[config.mk]
export PLATFORM = sky130hd
export DESIGN_NAME = bam_trigger_match
export DESIGN_NICKNAME = d
export VERILOG_FILES = /design/src/logic/bam_pkg.sv /design/src/logic/bam_trigger_match.sv /design/src/logic/bam_attr_decode.sv
export SDC_FILE = /design/constraint.sdc
export NUM_CORES = 1
export LEC_CHECK = 0
export BUFFER_PORTS_ARGS = -buffer_cell sky130_fd_sc_hd__buf_4
export CAP_MARGIN = 20
export CORE_AREA = 2 2 51 53
export CTS_CLUSTER_SIZE = 40
export DETAILED_ROUTE_END_ITERATION = 6
export DIE_AREA = 0 0 53 55
export PLACE_DENSITY = 0.82
export SLEW_MARGIN = 20
export SYNTH_ARGS = -nofsm -noshare
export SYNTH_HDL_FRONTEND = slang
export SYNTH_SLANG_ARGS = --single-unit
[constraint.sdc]
create_clock -name clk_sys -period 4.7 [get_ports clk_sys]
set_clock_uncertainty 0.2 [all_clocks]
set_input_delay 0.47 -clock clk_sys [delete_from_list [all_inputs] [get_ports clk_sys]]
set_output_delay 0.47 -clock clk_sys [all_outputs]
set_load 0.1 [all_outputs]
[src/logic/bam_pkg.sv]
// Package for the bus attribute trigger match block
package bam_pkg;
    // ========================================================
    // Register access
    // ========================================================
    localparam logic [4:0] BAM_REG_INDEX = 5'h06;
    localparam logic [31:0] BAM_RESET_VALUE = 32'h0000_0005;
    // ========================================================
    // Field positions
    // ========================================================
    localparam int BAM_DIR_MASK_BIT = 15;
    localparam int BAM_SIZE_MASK_LSB = 13;
    localparam int BAM_TYPE_MASK_LSB = 11;
    localparam int BAM_MOD_MASK_LSB = 8;
    localparam int BAM_DIR_BIT = 7;
    localparam int BAM_SIZE_LSB = 5;
    localparam int BAM_TYPE_LSB = 3;
    localparam int BAM_MOD_LSB = 0;
    // ========================================================
    // Encodings
    // ========================================================
    localparam logic [1:0] BAM_SIZE_LONG = 2'h0;
    localparam logic [1:0] BAM_SIZE_BYTE = 2'h1;
    localparam logic [1:0] BAM_SIZE_WORD = 2'h2;
    localparam logic [1:0] BAM_SIZE_RSVD = 2'h3;
    localparam logic [1:0] BAM_TYPE_NORMAL = 2'h0;
    localparam logic [1:0] BAM_TYPE_EXT_DMA = 2'h1;
    localparam logic [1:0] BAM_TYPE_EMU = 2'h2;
    localparam logic [1:0] BAM_TYPE_ACK = 2'h3;
    localparam logic [2:0] BAM_MOD_PUSH = 3'h0;
    localparam logic [2:0] BAM_MOD_USER_DATA = 3'h1;
    localparam logic [2:0] BAM_MOD_USER_CODE = 3'h2;
    localparam logic [2:0] BAM_MOD_SUPV_DATA = 3'h5;
    localparam logic [2:0] BAM_MOD_SUPV_CODE = 3'h6;

    // One set of transfer attributes
    typedef struct packed {
        logic dir;
        logic [1:0] size;
        logic [1:0] ttype;
        logic [2:0] tmod;
    } bam_attr_s;

    // Register fields, bits 15..0
    typedef struct packed {
        logic direction_mask;
        logic [1:0] size_mask;
        logic [1:0] transfer_type_mask;
        logic [2:0] transfer_modifier_mask;
        bam_attr_s value;
    } bam_pattern_s;

    // Meaning of the programmed type and modifier pair
    typedef enum logic [3:0] {
        BAM_CLS_RESERVED = 4'b0000,
        BAM_CLS_PUSH = 4'b0001,
        BAM_CLS_USER_DATA = 4'b0010,
        BAM_CLS_USER_CODE = 4'b0011,
        BAM_CLS_SUPV_DATA = 4'b0100,
        BAM_CLS_SUPV_CODE = 4'b0101,
        BAM_CLS_EMU_DATA = 4'b0110,
        BAM_CLS_EMU_CODE = 4'b0111,
        BAM_CLS_CPU_SPACE = 4'b1000,
        BAM_CLS_INT_ACK = 4'b1001,
        BAM_CLS_EXT_DMA = 4'b1010
    } bam_class_e;
endpackage : bam_pkg

[src/logic/bam_trigger_match.sv]
// Bus attribute comparator for the debug breakpoint trigger
//
// Notes on behaviour
// - A set direction mask makes the read/write attribute always match.
// - Each set size mask bit drops that size bit from the compare.
// - Each set type mask bit drops that type bit from the compare.
// - Each set modifier mask bit drops that modifier bit from the compare.
// - The programmed direction is compared with the bus read/write signal.
// - Size codes are longword 00, byte 01, word 10, with 11 reserved.
// - Type codes are normal 00, external/DMA 01, emulator 10, ack/CPU space 11.
// - Debug port memory commands take their type from the type field.
// - The type field selects how the modifier field is read.
// - The modifier field is compared with the bus modifier signals.
// - Debug port memory commands take their modifier from the field.
// - Type 00 and 10 modifier codes decode as listed, others reserved.
// - Type 11 modifier 000 is CPU space, 001 to 111 are ack levels.
// - The match feeds the trigger only when the trigger setup selects it.
// - The pattern is written by the CPU as register 6 or by the debugger.
`timescale 1ns/1ps
module bam_trigger_match
    import bam_pkg::*;
(
    input wire logic clk_sys,
    input wire logic arst_n,
    input wire logic cpu_wr,
    input wire logic cpu_wr_inhibit,
    input wire logic dbg_wr,
    input wire logic [4:0] reg_index,
    input wire logic [31:0] wr_data,
    input wire logic bus_valid,
    input wire bam_attr_s bus_attr,
    input wire logic attr_select,
    output logic attr_match,
    output logic attr_trigger,
    output logic [1:0] cmd_ttype,
    output logic [2:0] cmd_tmod,
    output bam_class_e cmd_class,
    output logic [2:0] cmd_ack_level,
    output logic size_reserved
);
    // ========================================================
    // State
    // ========================================================
    typedef struct packed {
        bam_pattern_s pattern;
        logic match;
        logic trigger;
    } bam_state_s;

    bam_state_s state;
    bam_state_s next_state;
    logic wr_hit;
    logic [7:0] care;
    logic [7:0] diff;

    // Either writer lands on the same register; the debugger wins the
    // inhibit since the processor lock only applies to the CPU path.
    assign wr_hit = (reg_index == BAM_REG_INDEX)
        && (dbg_wr || (cpu_wr && !cpu_wr_inhibit));

    // Bits that take part in the compare: masks clear the care bit
    assign care = ~{state.pattern.direction_mask,
                    state.pattern.size_mask,
                    state.pattern.transfer_type_mask,
                    state.pattern.transfer_modifier_mask};
    // Direction, size, type and modifier compared bit for bit
    assign diff = state.pattern.value ^ bus_attr;

    // ========================================================
    // Next state
    // ========================================================
    always_comb
    begin
        next_state = state;
        if (wr_hit)
            next_state.pattern = bam_pattern_s'(wr_data[15:0]);
        // Registered compare keeps the bus timing path short
        next_state.match = bus_valid && ((diff & care) == 8'h00);
        next_state.trigger = next_state.match && attr_select;
    end

    // ========================================================
    // Registers
    // ========================================================
    always_ff @(posedge clk_sys or negedge arst_n)
    begin
        if (!arst_n)
        begin
            state.pattern <= bam_pattern_s'(BAM_RESET_VALUE[15:0]);
            state.match <= 1'b0;
            state.trigger <= 1'b0;
        end
        else
            state <= next_state;
    end

    // ========================================================
    // Outputs
    // ========================================================
    assign attr_match = state.match;
    assign attr_trigger = state.trigger;
    // Attributes lent to debug port memory commands
    assign cmd_ttype = state.pattern.value.ttype;
    assign cmd_tmod = state.pattern.value.tmod;
    assign size_reserved = (state.pattern.value.size == BAM_SIZE_RSVD);

    bam_attr_decode u_decode (
        .ttype(state.pattern.value.ttype),
        .tmod(state.pattern.value.tmod),
        .access_class(cmd_class),
        .ack_level(cmd_ack_level)
    );

    // ========================================================
    // Per-bit compare checks
    // ========================================================
    // Two checks per attribute bit, so a slip in the mask layout
    // points at the very bit that went wrong
    for (genvar g = 0; g < 8; g++)
    begin : g_bit_chk

    end
endmodule : bam_trigger_match

[src/logic/bam_attr_decode.sv]
// Decoder of the programmed type and modifier into an access class
`timescale 1ns/1ps
module bam_attr_decode
    import bam_pkg::*;
(
    input wire logic [1:0] ttype,
    input wire logic [2:0] tmod,
    output bam_class_e access_class,
    output logic [2:0] ack_level
);
    // ========================================================
    // Type selects how the modifier reads
    // ========================================================
    always_comb
    begin
        access_class = BAM_CLS_RESERVED;
        ack_level = 3'h0;
        case (ttype)
            BAM_TYPE_NORMAL:
            begin
                case (tmod)
                    BAM_MOD_PUSH: access_class = BAM_CLS_PUSH;
                    BAM_MOD_USER_DATA: access_class = BAM_CLS_USER_DATA;
                    BAM_MOD_USER_CODE: access_class = BAM_CLS_USER_CODE;
                    BAM_MOD_SUPV_DATA: access_class = BAM_CLS_SUPV_DATA;
                    BAM_MOD_SUPV_CODE: access_class = BAM_CLS_SUPV_CODE;
                    default: access_class = BAM_CLS_RESERVED;
                endcase
            end
            BAM_TYPE_EMU:
            begin
                case (tmod)
                    BAM_MOD_SUPV_DATA: access_class = BAM_CLS_EMU_DATA;
                    BAM_MOD_SUPV_CODE: access_class = BAM_CLS_EMU_CODE;
                    default: access_class = BAM_CLS_RESERVED;
                endcase
            end
            BAM_TYPE_ACK:
            begin
                // Modifier 0 is CPU space, others give the level
                if (tmod == 3'h0)
                    access_class = BAM_CLS_CPU_SPACE;
                else
                begin
                    access_class = BAM_CLS_INT_ACK;
                    ack_level = tmod;
                end
            end
            // Only meaningful for debug port memory commands
            BAM_TYPE_EXT_DMA: access_class = BAM_CLS_EXT_DMA;
            default: access_class = BAM_CLS_RESERVED;
        endcase
    end
endmodule : bam_attr_decode

==> results of run 1 <==
-- through the flow --
step	worst slack (ps)	utilization, %	power, uW	hold WS [ps]
detailed placement	2690	57.7	586	148
CTS	2360	59.6	679	200
global placement	2730	57.7	578	146
floorplan	1160	-	517	-25.6
finish	2380	59.6	671	211
global route	2230	59.6	707	183
-- how the worst max path moves through the flow --
stage / end / slack [ps] / from
2_1_floorplan: cmd_class[1] / 1160 / cmd_tmod[2]$_DFFE_PN1P_
3_3_place_gp: cmd_ttype[1]$_DFFE_PN0P_ / 2730 / cpu_wr
3_5_place_dp: cmd_class[1] / 2690 / cmd_ttype[0]$_DFFE_PN0P_
4_1_cts: cmd_class[1] / 2360 / cmd_ttype[0]$_DFFE_PN0P_
5_1_grt: cmd_class[1] / 2230 / cmd_ttype[0]$_DFFE_PN0P_
6_report: cmd_class[1] / 2380 / cmd_ttype[0]$_DFFE_PN0P_
-- critical path: stages, from the launching register on --
cell	delay (ps)
dfrtp_1	500
nand2b_1	240
nand2_1	70
o21ai_0	80
o21ai_0	160
buf_4	310
-- registers in the layout, indices dropped and copies added, names as in the netlist --
register and count:
attr_match 1, attr_trigger 1, cmd_tmod 3, cmd_ttype 2, state 11
-- per-layer routing --
metal	part of all wire [%]	track usage [%]	up-vias	wire length (um)
met4	1.6	6.84	0	31
met5	0	0	-	0
met3	9.2	4.57	4	181
li1	-	-	361	-
met1	38	16.6	345	739
met2	51	28.5	35	1010
-- power by group --
group	switching (uW)	leakage (uW)	internal [uW]	total [uW]
Clock	42.8	0.0000210	47.1	89.9
Sequential	35.1	0.000225	189	225
Combinational	240	0.000472	117	357
-- final cells by class --
type,instances,share of cell area [%]
inverter,2,0.532
clock buffer,4,2.57
tap,30,2.66
sequential,18,32.1
multi-input combinational,51,34.8
timing repair buffer,51,27.3
-- cell families (layout without fill, tap and decap cells) --
logic type                after synthesis  in the layout  synth area share (%)
AOI/OAI and AO/OA                      10             10                  6.82
xor gates and xnor gates                9              9                  7.82
buffers and inverters                  10             57                  6.45
and+or+nand+nor                        16             16                  12.4
DFF                                    18             18                  44.9
muxes                                  16             16                  21.6
-- placed cells by master (no fill, tap or decap) --
master,netlist,final
a21oi_1,2,2
and2_1,1,1
and3_1,2,2
and3_2,1,1
buf_4,5,50
clkbuf_4,0,3
clkbuf_8,0,1
dfrtp_1,16,16
dfstp_2,2,2
dlygate4sd3_1,0,1
inv_1,2,2
mux2_2,6,6
mux2_4,10,10
nand2_1,1,1
nand2b_1,2,2
nand3b_1,1,1
nand3b_4,1,1
nor2_1,3,3
nor2b_1,1,1
nor3_2,1,1
nor3_4,1,1
o21ai_0,3,3
o21ai_4,1,1
o221ai_1,1,1
o22ai_1,3,3
or3_4,1,1
xnor2_1,9,9
==> impl_metrics.tcl, run 1 <==
set metrics [dict create \
    slew_violations 0 \
    min_from "wr_data[9]" \
    grt_start_max_net_pins 19 \
    clock_latency_ps 280 \
    rrSetupSlack_ps 3030 \
    fin_crit_ps 2320 \
    syn_inst 79 \
    gr-total-overflow 0 \
    antenna_found_initial 0 \
    critical_path_class "flop to output port" \
    r2r_start "cmd_tmod[0]$_DFFE_PN1P_" \
    crit_fanout 10 \
    fin_nets 179 \
    first_iter_violations 6 \
    p_leak_uw 0.000718 \
    num_io_pins 67 \
    grt_pass1_wl_um 3270 \
    rsz0062_at_grt "false" \
    post_cts_resized 0 \
    hp-class "input port to flop" \
    finalSetupViolations 0 \
    synth_flop_cell "dfrtp_1" \
    setup-tns-final_ps 0 \
    power.density_mw_per_mm2 476 \
    cts_num_sinks 18 \
    diodes 0 \
    synth.distinct_cells 27 \
    drt_pass1_iterations 3 \
    ys_seq_elements 18 \
    avgSynthCellArea_um2 12.8 \
    async_flop_share_pct 100 \
    die_area_mm2 0.00292 \
    final_hold_viol_count 0 \
    cts_made_buffers 3 \
    syn_area_mm2 0.00101 \
    drc 0 \
    synth.most_common_cell "dfrtp_1" \
    max_freq_mhz 431 \
    portBuffers 50 \
    cts_buffer_depth 2 \
    syn_nets 131 \
    core-area_mm2 0.00236 \
    cts_hold_buf 1 \
    wl_um 1960 \
    die_y_um 55 \
    n_fill_cell 198 \
    clk_pin_slew_worst_paths_ps 90 \
    postLayoutCellArea_mm2 0.00141 \
    status "completed" \
    seqCellArea_um2 453 \
    drt-vias-per-instance 4.78 \
    synth-edff-count 0 \
    fin_cells 156 \
    yosysSeqAreaShare_pct 44.9 \
    track_usage_pct 15.6 \
    hold_end "state[11]$_DFFE_PN0P_" \
    wl_per_cell_um 12.6 \
    r2r_end "attr_trigger$_DFF_PN0_" \
    drive_gt1_share_pct 61.9 \
    initial_core_util_pct 42.6 \
    areaGrowthSynthToFinish_pct 39.8 \
    dp_cells 151 \
    gp_congestion 0.666 \
    rows 18 \
    dieWidth_um 53 \
    h-tree-depth 1 \
    finalCritPeriodShare_pct 49.4 \
    synth.top_cells.by_count "dfrtp_1 (16), mux2_4 (10), xnor2_1 (9)" \
    worst_setup_path_start_kind "flop" \
    synthTopCellsByArea "dfrtp_1 (40%), mux2_4 (15%), xnor2_1 (7.8%), mux2_2 (6.7%), dfstp_2 (5.2%)" \
    cts_setup_buffers 0 \
    place_area_mm2 0.00136 \
    grt_pass1_vias 773 \
    ir_worst_vdd_mv 0.456 \
    synth_top_area_share_pct 39.7 \
    worst_slew_pin_slew_ps 653 \
    yosys.area.top_type "dfrtp_1" \
    yosys_warnings 0 \
    cp-end-kind "output port" \
    multi_input_area_um2 490 \
    relSlewSlack_pct 56.3 \
    cts_tree "done" \
    root_buffer "clkbuf_4" \
    ant_nets 0 \
    arrival_ps 1650 \
    crit_required_ps 4030 \
    holdPathStages 2 \
    vias 745 \
    reg2regPathDepth 4 \
    drv_cap 0 \
]
Power figures use the tool's default switching activity.
==> inputs of run 2 (changes only) <==
--- a/config.mk
+++ b/config.mk
@@ -7,11 +7,11 @@
 export LEC_CHECK = 0
 export BUFFER_PORTS_ARGS = -buffer_cell sky130_fd_sc_hd__buf_4
 export CAP_MARGIN = 20
-export CORE_AREA = 2 2 51 53
+export CORE_AREA = 2 2 53 55
 export CTS_CLUSTER_SIZE = 40
 export DETAILED_ROUTE_END_ITERATION = 6
-export DIE_AREA = 0 0 53 55
-export PLACE_DENSITY = 0.82
+export DIE_AREA = 0 0 55 57
+export PLACE_DENSITY = 0.76
 export SLEW_MARGIN = 20
 export SYNTH_ARGS = -nofsm -noshare
 export SYNTH_HDL_FRONTEND = slang
==> constraint.sdc (replaced) <==
create_clock -name clk_sys -period 2.28 [get_ports clk_sys]
set_clock_uncertainty 0.2 [all_clocks]
set_input_delay 0.228 -clock clk_sys [delete_from_list [all_inputs] [get_ports clk_sys]]
set_output_delay 0.228 -clock clk_sys [all_outputs]
set_load 0.1 [all_outputs]
==> run 2 against run 1 <==
Effect of this change:
- core utilization up 0.66 points
- final area grew 12%
- worst setup slack got worse by 2200 ps
- cell count up 11%
- clock power rose by 77%
- sequential power grew 110%
- flip-flop and latch count unchanged
- clock-buffer cell count fell by 1
- combinational power is 120% higher
- total power is 110% higher
- first-iteration DRC count grew 33%
- critical endpoint unchanged
- highest routed layer unchanged
==> impl_metrics.tcl, run 2 (synthesis results as in run 1) <==
set metrics [dict create \
    cts_buffer_depth 2 \
    die_area_mm2 0.00314 \
    critical_path_class "flop to output port" \
    final_cell_mix "buf_4 (50), dlygate4sd3_1 (18), dfrtp_1 (16)" \
    wl_um 2350 \
    finalCritPeriodShare_pct 90.5 \
    cts_tree "done" \
    arrival_ps 1640 \
    clock_latency_ps 290 \
    place_area_mm2 0.00137 \
    total_power_uw 1400 \
    place_hpwl_um 1650 \
    final_hold_viol_count 0 \
    status "completed" \
    relSlewSlack_pct 55.5 \
    diodes 0 \
    track_usage_pct 16.9 \
    drc 0 \
    die_y_um 57 \
    initial_core_util_pct 38.6 \
    areaGrowthSynthToFinish_pct 56.3 \
    worst_slew_pin_slew_ps 665 \
    fin_nets 196 \
    worst_setup_path_start_kind "flop" \
    finalSetupViolations 0 \
    pwr-share-seq_pct 33.4 \
    root_buffer "clkbuf_4" \
    hold_end "attr_trigger$_DFF_PN0_" \
    gr-total-overflow 0 \
    ir_worst_vdd_mv 1.02 \
    portBuffers 50 \
    grt_pass1_vias 859 \
    hp-class "input port to flop" \
    h-tree-depth 1 \
    postLayoutCellArea_mm2 0.00158 \
    rows 19 \
    p_clk_share_pct 11.3 \
    drt_pass1_iterations 4 \
    p_leak_uw 0.000783 \
    min_from "bus_valid" \
    cp-end-kind "output port" \
    drv_cap 0 \
    wl_per_cell_um 13.6 \
    r2r_start "cmd_tmod[0]$_DFFE_PN1P_" \
    final_common_cell "buf_4" \
    power.density_mw_per_mm2 889 \
    clk_pin_slew_worst_paths_ps 110 \
    cts_made_buffers 3 \
    fin_crit_ps 2060 \
    crit_required_ps 1850 \
    crit_fanout 10 \
    num_io_pins 67 \
    grt_pass1_wl_um 3810 \
    power_frac_comb_pct 55.3 \
    gp_congestion 0.720 \
    grt_start_max_net_pins 19 \
    vias 827 \
    dieWidth_um 55 \
    dp_cells 152 \
    drt-vias-per-instance 4.78 \
    first_iter_violations 8 \
    top_register "state" \
    core-area_mm2 0.00262 \
    slew_violations 0 \
    cts_setup_buffers 0 \
    antenna_found_initial 0 \
    largest_reg_flops 11 \
    holdPathStages 3 \
    max_freq_mhz 485 \
    drive_gt1_share_pct 56.3 \
    fin_cells 173 \
    reg2regPathDepth 4 \
    setup-tns-final_ps 0 \
    cts_num_sinks 18 \
    p_int_uw 717 \
    rsz0062_at_grt "false" \
    p_sw_uw 684 \
    r2r_end "attr_trigger$_DFF_PN0_" \
    rrSetupSlack_ps 570 \
    ant_nets 0 \
    switching_share_pct 48.8 \
]
run 2: how the worst max path moves through the flow:
| stage | endpoint | slack (ps) | cells after the start | start |
|---|---|---|---|---|
| 2_1_floorplan | cmd_class[0] | 230 | 4 | cmd_tmod[2]$_DFFE_PN1P_ |
| 3_5_place_dp | state[14]$_DFFE_PN0P_ | 540 | 4 | cpu_wr |
| 4_1_cts | cmd_class[1] | 210 | 5 | cmd_ttype[0]$_DFFE_PN0P_ |
| 5_1_grt | cmd_class[1] | 110 | 5 | cmd_ttype[0]$_DFFE_PN0P_ |
| 3_3_place_gp | cmd_ttype[1]$_DFFE_PN0P_ | 560 | 4 | cpu_wr |
| 6_report | cmd_class[1] | 220 | 5 | cmd_ttype[0]$_DFFE_PN0P_ |
run 2: layout make-up:
| type | count | area, um^2 |
|---|---|---|
| Inverter | 2 | 7.51 |
| Clock buffer | 3 | 22.5 |
| Multi-Input combinational cell | 51 | 499 |
| Tap cell | 31 | 38.8 |
| Timing Repair Buffer | 68 | 556 |
| Fill cell | 232 | 1040 |
| Sequential cell | 18 | 453 |
run 2: power groups by stage:
stage,clock network [uW],registers (uW),logic (uW)
6_report,159,468,775
5_1_grt,174,481,810
4_1_cts,164,467,776
3_5_place_dp,0,472,751
3_3_place_gp,0,466,743
2_1_floorplan,0,454,627
run 2: worst max-delay path: stages (launching register included):
cell	delay (ps)
dfrtp_1	510
nand2b_1	240
nand2_1	80
o21ai_0	90
o21ai_2	120
buf_4	290
run 2: metrics by stage:
step,util (%),hold WS [ps],worst slack (ps)
global route,60.3,70.8,114
CTS,60.3,26.0,210
detailed placement,52.5,-89.0,539
finish,60.3,59.0,217
floorplan,-,-268,228
global placement,52.5,-92.9,559
run 2: timing repair:
action	CTS	global route
gates resized for setup	0	0
endpoints found under the hold margin	35	0
hold buffers	18	0
run 2: routing by layer:
layer | share of wire [%] | GRT usage, % | up-vias
li1 | - | - | 396
met1 | 38 | 20.3 | 397
met2 | 55 | 30.3 | 32
met3 | 5.4 | 2.88 | 2
met4 | 0.60 | 4.18 | 0
met5 | 0 | 0 | -
==> inputs of run 3 (changes only) <==
--- a/config.mk
+++ b/config.mk
@@ -5,13 +5,13 @@
 export SDC_FILE = /design/constraint.sdc
 export NUM_CORES = 1
 export LEC_CHECK = 0
-export BUFFER_PORTS_ARGS = -buffer_cell sky130_fd_sc_hd__buf_4
 export CAP_MARGIN = 20
-export CORE_AREA = 2 2 53 55
+export CORE_AREA = 2 2 46 48
 export CTS_CLUSTER_SIZE = 40
 export DETAILED_ROUTE_END_ITERATION = 6
-export DIE_AREA = 0 0 55 57
-export PLACE_DENSITY = 0.76
+export DIE_AREA = 0 0 48 50
+export DONT_BUFFER_PORTS = 1
+export PLACE_DENSITY = 0.69
 export SLEW_MARGIN = 20
 export SYNTH_ARGS = -nofsm -noshare
 export SYNTH_HDL_FRONTEND = slang
==> run 3 against run 2 <==
Effect of this change:
- highest routed layer unchanged
- clock-buffer cell count rose by 1
- global-route usage up 3.6 points
- die area fell by 23%
- sequential share of layout area grew 3.5 points
- combinational power is 4.9% higher
- final area decreased by 11%
- register-to-register slack got worse by 460 ps
- worst hold slack gained 68 ps
==> impl_metrics.tcl, run 3 (synthesis results as in run 1) <==
set metrics [dict create \
    status "completed" \
    final_common_cell "dlygate4sd3_1" \
    finalSetupViolations 0 \
    areaGrowthSynthToFinish_pct 39.7 \
    gp_congestion 0.683 \
    grt_start_max_net_pins 19 \
    crit_required_ps 2320 \
    p_leak_uw 0.000646 \
    drv_cap 0 \
    power_frac_comb_pct 56.5 \
    dieWidth_um 48 \
    initial_core_util_pct 53.0 \
    wl_um 2160 \
    cts_tree "done" \
    die_y_um 50 \
    cp-end-kind "flop" \
    cts_num_sinks 18 \
    layout_setup_ws_ps 109 \
    place_hpwl_um 1400 \
    vias 730 \
    seqCellArea_um2 454 \
    clock_latency_ps 290 \
    final_cell_mix "dlygate4sd3_1 (20), dfrtp_1 (15), mux2_4 (10)" \
    first_iter_violations 4 \
    wl_per_cell_um 15.8 \
    top_register "state" \
    rsz0062_at_grt "false" \
    switching_share_pct 47.9 \
    gr-total-overflow 0 \
    path_cells "xnor2_1 -> o22ai_1 -> or3_4 -> nor3_2 -> dlygate4sd3_1" \
    max_freq_mhz 461 \
    crit_fanout 4 \
    cts_made_buffers 3 \
    core-area_mm2 0.00190 \
    p_clk_share_pct 11.7 \
    ir_worst_vdd_mv 0.679 \
    crit_path_max_incr_delay_ps 570 \
    h-tree-depth 1 \
    worst_setup_path_start_kind "flop" \
    arrival_ps 2210 \
    num_io_pins 67 \
    grt_pass1_wl_um 3370 \
    rrSetupSlack_ps 110 \
    rows 16 \
    clk_pin_slew_worst_paths_ps 100 \
    final_hold_viol_count 0 \
    diodes 0 \
    timing.critical_path.buf_inv 1 \
    largest_reg_flops 11 \
    drt-vias-per-instance 5.33 \
    die_area_mm2 0.00240 \
    pwr-share-seq_pct 31.8 \
    relSlewSlack_pct 45.8 \
    setup-tns-final_ps 0 \
    fin_nets 163 \
    power.density_mw_per_mm2 1020 \
    critical_path_class "flop to flop" \
    hp-class "input port to flop" \
    p_int_uw 750 \
    worst_slew_pin_slew_ps 811 \
    root_buffer "clkbuf_4" \
    track_usage_pct 20.5 \
    cp_top_family "flip-flops" \
    antenna_found_initial 0 \
    multi_input_area_um2 499 \
    slowest_stage "dfstp_2" \
    cts_buffer_depth 2 \
    drc 0 \
    portBuffers 0 \
    p_sw_uw 690 \
    drive_gt1_share_pct 41.8 \
    slew_violations 0 \
    finalCritPeriodShare_pct 95.2 \
    drt_pass1_iterations 4 \
    fin_crit_ps 2170 \
    ant_nets 0 \
    n_fill_cell 135 \
    preCtsSetupSlack_ps 610 \
    grt_pass1_vias 733 \
    post_cts_resized 0 \
]
[run 3: cell types whose count changed in the layout (fill, tap and decap cells not counted), sizes merged]
cell	change
buf	-35
clkbuf	+1
dlygate4sd3	+2
[run 3: what timing repair did]
action	CTS	global route
hold buffers	20	0
endpoints found under the setup margin	0	1
hold endpoints to repair	36	0
buffers inserted	0	1
[run 3: layer usage]
metal	vias up	GRT usage, %	routed length (um)
met3	4	9.16	143
met4	0	4.05	35
met5	-	0	0
li1	332	-	-
met2	30	33.8	1190
met1	364	23.8	791
[run 3: final timing paths]
| kind | from | endpoint | depth (start not counted) |
|---|---|---|---|
| worst max-delay path | cmd_tmod[0]$_DFFE_PN1P_ | attr_trigger$_DFF_PN0_ | 5 |
| worst min-delay path | bus_attr[3] | attr_match$_DFF_PN0_ | 4 |
| worst max register to register | cmd_tmod[0]$_DFFE_PN1P_ | attr_trigger$_DFF_PN0_ | 5 |
| worst min register to register | state[13]$_DFFE_PN0P_ | state[13]$_DFFE_PN0P_ | 1 |
| max in group asynchronous | arst_n | cmd_ttype[0]$_DFFE_PN0P_ | 1 |
| min in group asynchronous | arst_n | attr_match$_DFF_PN0_ | 1 |
[run 3: metrics by stage]
stage               std cells  area (um^2)  hold WS (ps)  total power, uW  utilization [%]
CTS                       136         1400          83.0             1440             73.7
finish                    137         1410           127             1440             74.1
detailed placement        112         1170          -267             1240             61.8
global route              137         1410           145             1500             74.1
floorplan                  79         1020          -268             1080                -
global placement          112         1170          -267             1220             61.8
[run 3: final cells by class]
| type | count | area share [%] |
|---|---|---|
| Tap cell | 27 | 2.40 |
| Sequential cell | 18 | 32.2 |
| Multi-Input combinational cell | 51 | 35.4 |
| Timing Repair Buffer | 35 | 27.5 |
| Clock buffer | 4 | 1.87 |
| Inverter | 2 | 0.533 |
[run 3: power groups by stage]
stage | Sequential, uW | Combinational (uW) | Clock, uW
final | 458 | 813 | 168
after global routing | 471 | 848 | 184
after CTS | 460 | 804 | 173
after detailed placement | 466 | 770 | 0
after global placement | 464 | 760 | 0
after floorplan | 454 | 627 | 0
[run 3: tightest hold or removal path: stages]
cell and delay (ps):
xnor2_1 40, o22ai_1 120, or3_4 150, nor2_1 50
